[config.mk]
export PLATFORM = sky130hd
export DESIGN_NAME = jdr_chains
export DESIGN_NICKNAME = d
export VERILOG_FILES = /design/src/inc/jdr_pkg.sv /design/src/logic/jdr_chains.sv /design/src/logic/jdr_pin_sync.sv
export VERILOG_INCLUDE_DIRS = /design/src /design/src/inc
export SDC_FILE = /design/constraint.sdc
export NUM_CORES = 1
export LEC_CHECK = 0
export BUFFER_PORTS_ARGS = -buffer_cell sky130_fd_sc_hd__buf_4
export CORE_ASPECT_RATIO = 0.8
export CORE_MARGIN = 1.5
export CORE_UTILIZATION = 25
export DETAILED_ROUTE_END_ITERATION = 6
export HOLD_SLACK_MARGIN = 0.1
export SLEW_MARGIN = 15
export SYNTH_ARGS = -nofsm -noshare
export SYNTH_HDL_FRONTEND = slang
export SYNTH_HIERARCHICAL = 1
export SYNTH_SLANG_ARGS = --single-unit
export TNS_END_PERCENT = 10
[constraint.sdc]
create_clock -name clk -period 2.6 [get_ports clk]
set_input_delay 0 -clock clk [delete_from_list [all_inputs] [get_ports clk]]
set_output_delay 0 -clock clk [all_outputs]
set_load 0.02 [all_outputs]
[src/inc/jdr_consts.svh]
// constants of the test-port data chains
// assumes inclusion by the package and the design modules
`ifndef JDR_CONSTS_SVH
`define JDR_CONSTS_SVH

// ************************************
// instruction codes
// ************************************
`define JDR_IR_W        4
`define JDR_IR_EXTEST   4'h0
`define JDR_IR_INTEST   4'h1
`define JDR_IR_SAMPLE   4'h2
`define JDR_IR_CANCEL   4'h8
`define JDR_IR_DPORT    4'hA
`define JDR_IR_APORT    4'hB
`define JDR_IR_IDENT    4'hE
`define JDR_IR_BYPASS   4'hF
`define JDR_IR_CAPTURE  4'h1

// ************************************
// chain layout
// ************************************
`define JDR_ID_W        32
`define JDR_NUM_PADS    8
`define JDR_CELLS       3
`define JDR_BSR_LEN     24
`define JDR_CELL_IN     0
`define JDR_CELL_OUT    1
`define JDR_CELL_OE     2
`define JDR_DAP_W       35
`define JDR_SYNC_W      11

`endif

[src/inc/jdr_pkg.sv]
// types of the test-port data chains
// assumes jdr_consts.svh on the include path
package jdr_pkg;
	`include "jdr_consts.svh"

	typedef enum logic [5:0] {
		CH_IDENT  = 6'h01,
		CH_BYPASS = 6'h02,
		CH_BSR    = 6'h04,
		CH_APORT  = 6'h08,
		CH_DPORT  = 6'h10,
		CH_CANCEL = 6'h20
	} jdr_chain_t;
endpackage

[src/logic/jdr_chains.sv]
// data chains behind a test access port, with instruction register
// assumes a TAP state machine on clk giving state levels; link pins async
// How it works
// - six chains, instruction picks one to TDO
// - identification chain 32 bits, LSB reads 1
// - identification capture loads fixed identity value
// - bypass is one stage capturing 0
// - per pad cells: input, output, output enable
// - chain starts at pad nearest port
// - sample captures pad values on Capture-DR
// - Shift-DR shifts samples out, preload in
// - hold data drives pads or core inputs
// - three debug chains of 35 bits
// - four-bit instruction decode table
// - unlisted codes act as bypass
// - resets load identification instruction
// - Update-DR copies chain into hold registers
`timescale 1ns/1ps
`include "jdr_consts.svh"
module jdr_chains
	import jdr_pkg::*;
#(
	parameter logic [`JDR_ID_W-1:0] IDENT_VALUE = 32'h0ABC_D001 // arbitrary value
) (
	input  wire logic                     clk,
	input  wire logic                     rst_n,
	input  wire logic                     tck,
	input  wire logic                     tdi,
	input  wire logic                     trst_n,
	output logic                          tdo,
	output logic                          tdoOe_n,
	input  wire logic                     tapReset,
	input  wire logic                     captureIr,
	input  wire logic                     shiftIr,
	input  wire logic                     updateIr,
	input  wire logic                     captureDr,
	input  wire logic                     shiftDr,
	input  wire logic                     updateDr,
	input  wire logic [`JDR_NUM_PADS-1:0] padIn,
	input  wire logic [`JDR_NUM_PADS-1:0] coreOut,
	input  wire logic [`JDR_NUM_PADS-1:0] coreOe_n,
	output logic      [`JDR_NUM_PADS-1:0] padOut,
	output logic      [`JDR_NUM_PADS-1:0] padOe_n,
	output logic      [`JDR_NUM_PADS-1:0] coreIn,
	output logic      [`JDR_IR_W-1:0]     irCurrent,
	input  wire logic [`JDR_DAP_W-1:0]    dapCaptureData,
	output logic      [`JDR_DAP_W-1:0]    dapUpdateData,
	output logic      [2:0]               dapSelect,
	output logic                          dapCapture,
	output logic                          dapUpdate
);
	logic [`JDR_SYNC_W-1:0]   syncVec;
	logic                     tckRise;
	logic                     tckFall;
	logic                     tdiS;
	logic                     trstS_n;
	logic [`JDR_NUM_PADS-1:0] padInS;
	logic [`JDR_IR_W-1:0]     irShift;
	jdr_chain_t               chain;
	logic [`JDR_ID_W-1:0]     idShift;
	logic                     bypShift;
	logic [`JDR_BSR_LEN-1:0]  bsrShift;
	logic [`JDR_BSR_LEN-1:0]  bsrHold;
	logic [`JDR_DAP_W-1:0]    dapShift;
	logic [`JDR_BSR_LEN-1:0]  bsrSample;
	logic                     capEv;
	logic                     shiftEv;
	logic                     updEv;
	logic                     isDap;
	logic                     next_tdo;

	// ************************************
	// pin synchronisation
	// ************************************
	jdr_pin_sync #(.W(`JDR_SYNC_W)) uSync (
		.clk     (clk),
		.rst_n   (rst_n),
		.pinIn   ({padIn, trst_n, tdi, tck}),
		.pinSync (syncVec),
		.rise    (tckRise),
		.fall    (tckFall)
	);
	assign tdiS    = syncVec[1];
	assign trstS_n = syncVec[2];
	assign padInS  = syncVec[`JDR_SYNC_W-1:3];

	assign capEv   = tckRise & captureDr;
	assign shiftEv = tckRise & shiftDr;
	assign updEv   = tckFall & updateDr;

	// ************************************
	// instruction register
	// ************************************
	always_ff @(posedge clk) begin
		if (!rst_n || !trstS_n || tapReset) begin
			irShift   <= `JDR_IR_IDENT;
			irCurrent <= `JDR_IR_IDENT;
		end else begin
			if (tckRise && captureIr)
				irShift <= `JDR_IR_CAPTURE;
			else if (tckRise && shiftIr)
				irShift <= {tdiS, irShift[`JDR_IR_W-1:1]};
			if (tckFall && updateIr)
				irCurrent <= irShift;
		end
	end

	// decode, unlisted codes fall to bypass
	always_comb begin
		case (irCurrent)
			`JDR_IR_EXTEST, `JDR_IR_INTEST, `JDR_IR_SAMPLE: chain = CH_BSR;
			`JDR_IR_CANCEL: chain = CH_CANCEL;
			`JDR_IR_DPORT:  chain = CH_DPORT;
			`JDR_IR_APORT:  chain = CH_APORT;
			`JDR_IR_IDENT:  chain = CH_IDENT;
			default:        chain = CH_BYPASS;
		endcase
	end
	assign isDap = (chain == CH_APORT) || (chain == CH_DPORT) || (chain == CH_CANCEL);

	// ************************************
	// identification and bypass chains
	// ************************************
	always_ff @(posedge clk) begin
		if (!rst_n) begin
			idShift <= '0;
		end else if (chain == CH_IDENT) begin
			if (capEv)
				idShift <= {IDENT_VALUE[`JDR_ID_W-1:1], 1'b1};
			else if (shiftEv)
				idShift <= {tdiS, idShift[`JDR_ID_W-1:1]};
		end
	end

	always_ff @(posedge clk) begin
		if (!rst_n)
			bypShift <= 1'b0;
		else if (chain == CH_BYPASS && capEv)
			bypShift <= 1'b0;
		else if (chain == CH_BYPASS && shiftEv)
			bypShift <= tdiS;
	end

	// ************************************
	// boundary chain, pad 0 nearest the port
	// ************************************
	genvar p;
	generate
		for (p = 0; p < `JDR_NUM_PADS; p++) begin : gPad
			assign bsrSample[`JDR_CELLS*p+`JDR_CELL_IN]  = padInS[p];
			assign bsrSample[`JDR_CELLS*p+`JDR_CELL_OUT] = padOut[p];
			assign bsrSample[`JDR_CELLS*p+`JDR_CELL_OE]  = padOe_n[p];

			always_ff @(posedge clk) begin
				if (!rst_n) begin
					padOut[p]  <= 1'b0;
					padOe_n[p] <= 1'b1;
					coreIn[p]  <= 1'b0;
				end else begin
					if (irCurrent == `JDR_IR_EXTEST) begin
						padOut[p]  <= bsrHold[`JDR_CELLS*p+`JDR_CELL_OUT];
						padOe_n[p] <= bsrHold[`JDR_CELLS*p+`JDR_CELL_OE];
					end else begin
						padOut[p]  <= coreOut[p];
						padOe_n[p] <= coreOe_n[p];
					end
					if (irCurrent == `JDR_IR_INTEST)
						coreIn[p] <= bsrHold[`JDR_CELLS*p+`JDR_CELL_IN];
					else
						coreIn[p] <= padInS[p];
				end
			end
		end
	endgenerate

	always_ff @(posedge clk) begin
		if (!rst_n) begin
			bsrShift <= '0;
			bsrHold  <= '0;
		end else if (chain == CH_BSR) begin
			if (capEv)
				bsrShift <= bsrSample;
			else if (shiftEv)
				bsrShift <= {tdiS, bsrShift[`JDR_BSR_LEN-1:1]};
			if (updEv)
				bsrHold <= bsrShift;
		end
	end

	// ************************************
	// debug access chains, shared shifter
	// ************************************
	always_ff @(posedge clk) begin
		if (!rst_n) begin
			dapShift      <= '0;
			dapUpdateData <= '0;
			dapUpdate     <= 1'b0;
		end else begin
			dapUpdate <= 1'b0;
			if (isDap && capEv)
				dapShift <= dapCaptureData;
			else if (isDap && shiftEv)
				dapShift <= {tdiS, dapShift[`JDR_DAP_W-1:1]};
			if (isDap && updEv) begin
				dapUpdateData <= dapShift;
				dapUpdate     <= 1'b1;
			end
		end
	end
	assign dapSelect  = {chain == CH_CANCEL, chain == CH_DPORT, chain == CH_APORT};
	assign dapCapture = isDap & capEv;

	// ************************************
	// serial output, changes on falling tck
	// ************************************
	always_comb begin
		case (chain)
			CH_IDENT:  next_tdo = idShift[0];
			CH_BYPASS: next_tdo = bypShift;
			CH_BSR:    next_tdo = bsrShift[0];
			default:   next_tdo = dapShift[0];
		endcase
		if (shiftIr)
			next_tdo = irShift[0];
	end

	always_ff @(posedge clk) begin
		if (!rst_n) begin
			tdo     <= 1'b0;
			tdoOe_n <= 1'b1;
		end else if (tckFall) begin
			tdo     <= next_tdo;
			tdoOe_n <= ~(shiftDr | shiftIr);
		end
	end
endmodule

[src/logic/jdr_pin_sync.sv]
// two-stage synchroniser for link pins, edge finder on bit 0
// assumes async inputs, one system clock
`timescale 1ns/1ps
module jdr_pin_sync
	import jdr_pkg::*;
#(
	parameter int W = 1
) (
	input  wire logic         clk,
	input  wire logic         rst_n,
	input  wire logic [W-1:0] pinIn,
	output logic      [W-1:0] pinSync,
	output logic              rise,
	output logic              fall
);
	logic [W-1:0] stage1;
	logic         prev0;
	logic [2:0]   warm;

	// ************************************
	// two flops, then edge history
	// ************************************
	always_ff @(posedge clk) begin
		if (!rst_n) begin
			stage1  <= '0;
			pinSync <= '0;
			prev0   <= 1'b0;
			warm    <= '0;
		end else begin
			stage1  <= pinIn;
			pinSync <= stage1;
			prev0   <= pinSync[0];
			warm    <= {warm[1:0], 1'b1};
		end
	end

	// edges masked until history holds real samples, no false edge after reset
	assign rise = warm[2] & pinSync[0] & ~prev0;
	assign fall = warm[2] & ~pinSync[0] & prev0;
endmodule

==> results of run 1 <==
-- layer usage --
metal / vias up / track usage
met5: - / 0
met4: 0 / 0.0435
met3: 39 / 0.0226
met2: 138 / 0.203
met1: 3309 / 0.176
li1: 3660 / -
-- logic make-up after synthesis --
family          Yosys count  share of synthesized area
compound gates          180                      0.174
simple gates            504                      0.276
buf+inv                  81                     0.0499
mux                       1                    0.00118
flops                   212                      0.499
-- flip-flops by register name, indices dropped and copies added (netlist names) --
name           cells
tdoOe_n            1
idShift           32
irShift            4
uSync/warm         3
bsrShift          24
padOe_n            8
bypShift           1
bsrHold           24
dapUpdate          1
uSync/prev0        1
dapShift          35
irCurrent          4
uSync/pinSync     11
tdo                1
dapUpdateData     35
uSync/stage1      11
padOut             8
coreIn             8
-- power by group through the flow --
stage | Clock, µW | Sequential, µW | Combinational (µW)
detailed placement | 0 | 3370 | 261
global route | 3870 | 3300 | 373
global placement | 0 | 3370 | 261
floorplan | 0 | 3390 | 97.5
CTS | 3730 | 3300 | 349
finish | 3610 | 3300 | 345
-- final timing paths --
kind / endpoint / slack (ns) / depth (start not counted)
setup / recovery: irShift[2] / 0.28 / 7
hold / removal: padOe_n[2] / 0.24 / 4
setup reg to reg: irShift[2] / 0.28 / 7
hold reg to reg: uSync/pinSync[5] / 0.43 / 1
-- cell usage in the layout (no fill, tap or decap), types with 2 or more instances in the layout --
master and n:
nand3b_1 2, o21ai_0 6, nor3_2 9, nor2_1 13, and2_1 9, o211a_1 59
nand2_1 319, a21boi_0 90, and2_2 20, nand2b_1 6, and3b_1 4, nand3_1 92
clkinvlp_4 2, clkinv_2 8, a21oi_1 6, a22oi_1 3, clkbuf_16 25, bufinv_16 4
o211ai_1 2, dlygate4sd3_1 75, clkbuf_8 3, buf_12 4, dfxtp_1 212, buf_4 156
inv_1 2, a21boi_1 8, nor3_1 5, nor3b_1 11
-- stage by stage --
step / area, µm² / power (µW) / hold slack (ns) / util
final: 11500 / 7260 / 0.241 / 0.343
after global routing: 11500 / 7550 / 0.234 / 0.343
after CTS: 11500 / 7390 / 0.215 / 0.342
after detailed placement: 9890 / 3640 / 0.178 / 0.295
after global placement: 9890 / 3630 / 0.178 / 0.295
after floorplan: 8500 / 3490 / 0.0277 / -
-- cell type report --
| cell class | count | area share |
|---|---|---|
| Sequential cell | 212 | 0.369 |
| Multi-Input combinational cell | 685 | 0.334 |
| Timing Repair Buffer | 235 | 0.174 |
| Clock buffer | 29 | 0.0583 |
| Tap cell | 434 | 0.0472 |
| Clock inverter | 15 | 0.0160 |
| Inverter | 2 | 0.000653 |
| Antenna cell | 1 | 0.000218 |
-- worst max-delay path, stage by stage (launching register included) --
cell           delay, ns
dfxtp_1             0.31
and3b_1             0.37
nand2_1             0.11
nor2_1              0.11
dlygate4sd3_1       0.63
a22oi_1             0.09
dlygate4sd3_1       0.59
nand2_1             0.06
==> results.yml, run 1 <==
timing:
  max_slew.worst_pin.slew_ns: 0.604
  relSlewSlack: 0.592
  finalClockSkew_ns: 0.0106
  setup_slack_ns: 0.281
  max_freq_mhz: 431
  setup_viol: 0
  min_period_ns: 2.32
  rsz0062_at_grt: "no"
  finalCritPeriodShare: 0.892
  drv_slew: 0
  hold_violations: 0
  finalSetupTns_ns: 0
finish:
  drive_above_1_share: 0.203
  fin_nets: 1232
  syn_to_final_growth_pct: 35.2
  stdcell_count: 1613
  multi_input_area_um2: 3840
  nFillCells: 3480
  seqCellArea_um2: 4240
cts:
  cts_resized: 0
  path_clk_slew_ns: 0.06
  cts_root_buf: "clkbuf_16"
  cts_sinks: 212
  h-tree-depth: 1
  cts_buffers: 25
  postCtsHoldBufs: 75
  tritoncts: "done"
  clock_path_buffers: 3
  cts_setup_buffers: 0
  clk_latency_ns: 0.51
logic_synthesis:
  synthTopCellsByArea: "dfxtp_1 50%, nand2_1 14%, a21boi_0 7.9%"
  synth_top_flop_cell: "dfxtp_1"
  ys_seq_area_frac: 0.499
  synth.cell_area_um2: 8500
  ys_seq_elements: 212
  yosys-top-cells-count: "320 x nand2_1, 212 x dfxtp_1, 92 x nand3_1"
  yosysWarnings: 6
  synth.top_cell.area_share: 0.499
  syn-instance-count: 978
  synth-async-reset-ratio: 0
  syn_nets: 1049
  yosysMostFrequentCell: "nand2_1"
  synth_edf_count: 0
  ys_types: 45
  postSynthAreaPerCell_um2: 8.69
  synth.largest_area_cell: "dfxtp_1"
placed_design:
  gp_congestion: 0.767
  dp_slack_ns: 0.759
  hpwl_um: 14300
  port_buffers: 140
  dp_cells: 1493
grt:
  antenna_found_initial: 1
  grt_max_degree: 108
  grt_pass1_wl_um: 36800
  grt_pass1_vias: 6946
  grt_usage: 0.128
  grt.overflow.total: 0
power:
  p_sw_frac: 0.211
  p_comb_frac: 0.048
  power_frac_clock: 0.498
  power.density_nw_per_um2: 632
  switching_power_uw: 1530
  seqPwrFrac: 0.455
  p_leak_uw: 0.00498
  peakVddDrop_uv: 417
  power.internal_uw: 5730
setup_path:
  required_ns: 3.06
  critPathMaxFanout: 7
  arrival_ns: 2.78
  startpoint_type: "flop"
  critical_path_class: "flop to flop"
  crit_start: "uSync/prev0"
  end_kind: "flop"
  worstReg2RegStart: "uSync/prev0"
route:
  top_layer: "met4"
  route.met3.wl_um: 946
  drt-pass1-iter-count: 5
  wl_per_cell_um: 14.0
  antenna_left: 0
  routed_via_density: 4.43
  met1_length_um: 11200
  drc: 0
  wl_met2_um: 9830
  dr.first_iter.drc_count: 409
  drt_wl_total_um: 22600
  vias: 7146
die:
  coreArea_um2: 33600
  initial_core_util: 0.253
  num_rows: 60
  die-width_um: 209
  die_area_um2: 35100
  io_pins: 141
  die_h_um: 168
worst_hold_path:
  min_from: "coreOe_n[2]"
  hp-class: "primary input to flop"
run_status:
  outcome: "completed"
flow_run:
  drv_cap: 0
No activity file was read; power rests on OpenSTA's default activity.
==> inputs of run 2 (changes only) <==
--- a/config.mk
+++ b/config.mk
@@ -12,7 +12,8 @@
 export CORE_UTILIZATION = 25
 export DETAILED_ROUTE_END_ITERATION = 6
 export HOLD_SLACK_MARGIN = 0.1
-export SLEW_MARGIN = 15
+export PLACE_DENSITY_LB_ADDON = 0.08
+export SLEW_MARGIN = 20
 export SYNTH_ARGS = -nofsm -noshare
 export SYNTH_HDL_FRONTEND = slang
 export SYNTH_HIERARCHICAL = 1
==> run 2 against run 1 <==
Routed wire length rose by 8.3%. Worst setup slack better by 0.082 ns. Global-route usage increased by 1.0 points. Sequential share of layout area barely moved. Register-to-register slack improved by 0.08 ns. Combinational power is 2% higher. Final area barely moved. Critical path depth unchanged. Flip-flop and latch count unchanged. Sequential power barely moved.
==> results.yml, run 2 (synthesis gave the netlist of run 1 again) <==
setup_path:
  arrival_ns: 2.69
  r2r_slack_ns: 0.36
  critical_path_class: "flop to flop"
  end_kind: "flop"
  crit_family: "buffers and inverters"
  path_buf_inv: 2
  slowest_delay_ns: 0.60
  startpoint_type: "flop"
  cp_cell_sequence: "and3b_1 -> nand2_1 -> nor2_1 -> dlygate4sd3_1 -> a22oi_1 -> dlygate4sd3_1 -> nand2_1"
  critPathMaxFanout: 7
  worstReg2RegStart: "uSync/prev0"
  required_ns: 3.05
  crit_start: "uSync/prev0"
  cp_slowest_cell: "dlygate4sd3_1"
power:
  power.density_nw_per_um2: 610
  p_leak_uw: 0.00498
  peakVddDrop_uv: 330
cts:
  cts_buffers: 25
  h-tree-depth: 1
  cts_resized: 0
  path_clk_slew_ns: 0.06
  cts_sinks: 212
  clk_latency_ns: 0.52
  tritoncts: "done"
  cts_root_buf: "clkbuf_16"
  clock_path_buffers: 3
worst_hold_path:
  hp-class: "primary input to flop"
  min_from: "coreOe_n[4]"
die:
  num_rows: 60
  io_pins: 141
  initial_core_util: 0.253
  coreArea_um2: 33600
  die_area_um2: 35100
  die_h_um: 168
  die-width_um: 209
route:
  antenna_left: 0
  drt_wl_total_um: 24500
  drt-pass1-iter-count: 4
  wl_per_cell_um: 15.2
  dr.first_iter.drc_count: 306
  routed_via_density: 4.48
  drc: 0
  vias: 7229
placed_design:
  dp_cells: 1493
  gp_congestion: 0.698
  hpwl_um: 15200
  port_buffers: 140
grt:
  gr-usage-met3: 0.0228
  grt.overflow.total: 0
  grt_max_degree: 97
  met2_usage: 0.217
  grt_usage: 0.139
  met1_usage: 0.199
  grt_pass1_vias: 7118
  grt_pass1_wl_um: 39400
  antenna_found_initial: 0
  grt_busiest_layer: "met2"
flow_run:
  drv_cap: 0
timing:
  finalClockSkew_ns: 0.00909
  finalCritPeriodShare: 0.860
  max_freq_mhz: 447
  rsz0062_at_grt: "no"
  relSlewSlack: 0.519
  setup_viol: 0
  drv_slew: 0
  hold_violations: 0
  min_period_ns: 2.24
  max_slew.worst_pin.slew_ns: 0.716
  finalSetupTns_ns: 0
run_status:
  outcome: "completed"
finish:
  antenna_cells: 0
  mostFrequentLayoutCells: "319 x nand2_1, 212 x dfxtp_1, 152 x buf_4"
  drive_above_1_share: 0.197
  layout_commonest_cell: "nand2_1"
  stdcell_count: 1613
  reg.largest.list: "dapShift: 35 flops, dapUpdateData: 35 flops, idShift: 32 flops"
  fin_nets: 1236
  syn_to_final_growth_pct: 35.2
## run 2: final cells by class
class / instances / area [µm²]
clock buffers: 38 / 754
clock inverters: 3 / 15.0
fillers: 3590 / 22100
inverters: 2 / 7.51
multi-input cells: 685 / 3840
flip-flops and latches: 212 / 4240
well taps: 434 / 543
repair buffers: 239 / 2080
## run 2: per-layer routing
metal,share of wire,wire length [µm],vias to the layer above
li1,-,-,3678
met1,0.51,12600,3413
met2,0.43,10500,105
met3,0.036,882,33
met4,0.021,522,0
met5,0,0,-
## run 2: worst min-delay path, cell delays in order
cell and delay (ns):
dlygate4sd3_1 0.53, buf_4 0.10, nand2_1 0.04, nand3_1 0.06
## run 2: where the power goes
part           leakage, µW  switching [µW]  total, µW  internal [µW]
Combinational      0.00288             142        352            209
Clock             0.000383            1380       3350           1970
Sequential         0.00172            19.2       3310           3290
Total              0.00498            1540       7010           5470
## run 2: stage by stage
stage               hold WS, ns  area (µm²)  setup WS, ns  power [µW]  utilization
CTS                       0.209       11500         0.366        7140        0.342
global placement          0.176        9930         0.680        3650        0.296
detailed placement        0.179        9930         0.647        3640        0.296
finish                    0.242       11500         0.363        7010        0.342
floorplan                0.0277        8500         0.938        3490            -
global route              0.240       11500         0.237        7310        0.342
## run 2: worst paths after layout
check / to / depth (start not counted)
min reg2reg: uSync/pinSync[1] / 1
max reg2reg: irShift[1] / 7
max: irShift[1] / 7
min: padOe_n[4] / 4
## run 2: what timing repair did
action | 4_1_cts | 5_1_grt
setup buffers | 0 | 0
hold buffers | 79 | 0
endpoints found under the hold margin | 109 | 0
==> inputs of run 3 (changes only) <==
==> constraint.sdc (replaced) <==
create_clock -name clk -period 2.3 [get_ports clk]
set_input_delay 0 -clock clk [delete_from_list [all_inputs] [get_ports clk]]
set_output_delay 0 -clock clk [all_outputs]
set_load 0.02 [all_outputs]
==> run 3 against run 2 <==
Final cell count increased by 0.81%. Worst hold slack worse by 0.0096 ns. Count of clock-buffer cells in the layout increased by 1. Register-to-register slack lost 0.11 ns. Maximum frequency grew 9.1%. Routed wire length up 1.7%. Combinational power increased by 16%. Worst setup slack got worse by 0.11 ns. Critical endpoint is now padOut[7]. Largest cell class unchanged.
==> results.yml, run 3 (synthesis gave the netlist of run 1 again) <==
route:
  drt-pass1-iter-count: 4
  dr.first_iter.drc_count: 373
  drt_wl_total_um: 24900
  wl_per_cell_um: 15.3
  antenna_left: 0
  drc: 0
  vias: 7247
  routed_via_density: 4.46
cts:
  cts_buffers: 25
  cts_setup_buffers: 0
  h-tree-depth: 1
  cts_resized: 0
  clk_latency_ns: 0.52
  tritoncts: "done"
  cts_sinks: 212
  cts_root_buf: "clkbuf_16"
  postCtsHoldBufs: 83
  path_clk_slew_ns: 0.06
  clock_path_buffers: 3
run_status:
  outcome: "completed"
timing:
  drv_slew: 0
  rsz0062_at_grt: "no"
  finalClockSkew_ns: 0.0119
  setup_viol: 0
  hold_violations: 0
  max_freq_mhz: 488
  max_slew.worst_pin.slew_ns: 0.635
  relSlewSlack: 0.576
  finalCritPeriodShare: 0.891
  min_period_ns: 2.05
  finalSetupTns_ns: 0
  holdWs_ns: 0.232
grt:
  antenna_found_initial: 0
  grt.overflow.total: 0
  grt_usage: 0.143
  grt_max_degree: 71
  grt_pass1_vias: 7300
  grt_pass1_wl_um: 40400
setup_path:
  slowest_delay_ns: 0.56
  required_ns: 2.76
  cp_common_cell: "buf_4"
  crit_family: "buffers and inverters"
  cp_cell_sequence: "buf_4 -> nor4_4 -> buf_4 -> nand2_1 -> a21boi_0 -> dlygate4sd3_1"
  cp_slowest_cell: "dlygate4sd3_1"
  r2r_slack_ns: 0.25
  reg2reg_depth: 6
  end_kind: "flop"
  critical_path_class: "flop to flop"
  arrival_ns: 2.51
  crit_start: "irCurrent[3]"
  crit_cells: 6
  startpoint_type: "flop"
  path_buf_inv: 3
  cp-endpoint: "padOut[7]"
  reg2reg_to: "padOut[7]"
  worstReg2RegStart: "irCurrent[3]"
  critPathMaxFanout: 16
die:
  coreArea_um2: 33600
  initial_core_util: 0.253
  num_rows: 60
  io_pins: 141
  die_area_um2: 35100
  die_h_um: 168
  die-width_um: 209
power:
  power.density_nw_per_um2: 696
  p_leak_uw: 0.00504
  peakVddDrop_uv: 413
finish:
  antenna_cells: 0
  mostFrequentLayoutCells: "319 x nand2_1, 212 x dfxtp_1, 158 x buf_4"
  drive_above_1_share: 0.202
  layout_commonest_cell: "nand2_1"
  syn_to_final_growth_pct: 36.8
  reg.largest.list: "dapShift: 35 flops, dapUpdateData: 35 flops, idShift: 32 flops"
  fin_nets: 1246
placed_design:
  hpwl_um: 15400
  port_buffers: 140
  gp_congestion: 0.697
flow_run:
  drv_cap: 0
worst_hold_path:
  hp-class: "primary input to flop"
run 3: changes by cell type in the layout (fill, tap and decap cells not counted):
cell,previous run,this run
buf_4,152,158
clkinvlp_4,0,1
clkbuf_8,8,9
dlygate4sd3_1,79,83
bufinv_16,0,1
run 3: cell type report:
class,instances,area [µm²]
clock buffer,39,768
clock inverter,5,52.6
fill,3516,21900
inverter,2,7.51
multi-input combinational,685,3840
sequential,212,4240
tap,434,543
timing repair buffer,249,2170
run 3: report_power, final:
group / switching [µW] / leakage [µW] / internal [µW]
Combinational: 164 / 0.00292 / 243
Sequential: 23.0 / 0.00172 / 3710
Clock: 1560 / 0.000405 / 2390
Total: 1750 / 0.00504 / 6350
run 3: metrics by stage:
step | cell area [µm²] | setup slack, ns | utilization | cells | total power [µW]
2_1_floorplan | 8500 | 0.638 | - | 978 | 3940
3_5_place_dp | 9970 | 0.364 | 0.297 | 1499 | 4120
5_1_grt | 11600 | 0.105 | 0.346 | 1626 | 8480
3_3_place_gp | 9970 | 0.371 | 0.297 | 1499 | 4120
6_report | 11600 | 0.250 | 0.346 | 1626 | 8100
4_1_cts | 11600 | 0.229 | 0.346 | 1626 | 8290
run 3: worst min path at each step:
stage                      from  slack (ns)             to  depth (start not counted)
floorplan                 rst_n        0.03  uSync/warm[0]                          0
global placement       tapReset        0.18   irCurrent[0]                          2
detailed placement     tapReset        0.18   irCurrent[0]                          2
CTS                 coreOe_n[0]        0.21     padOe_n[0]                          4
global route        coreOe_n[2]        0.24     padOe_n[2]                          4
finish              coreOe_n[3]        0.23     padOe_n[3]                          4
run 3: worst reg2reg max path, stage by stage, from the launching register on:
cell and delay [ns]:
dfxtp_1 0.44, buf_4 0.21, nor4_4 0.24, buf_4 0.31, nand2_1 0.10, a21boi_0 0.14, dlygate4sd3_1 0.56
run 3: metal layers:
layer | vias to the layer above | share of wire | global-route usage
met1 | 3440 | 0.50 | 0.199
met3 | 28 | 0.034 | 0.0257
li1 | 3692 | - | -
met2 | 87 | 0.45 | 0.230
met5 | - | 0 | 0
met4 | 0 | 0.014 | 0.0277
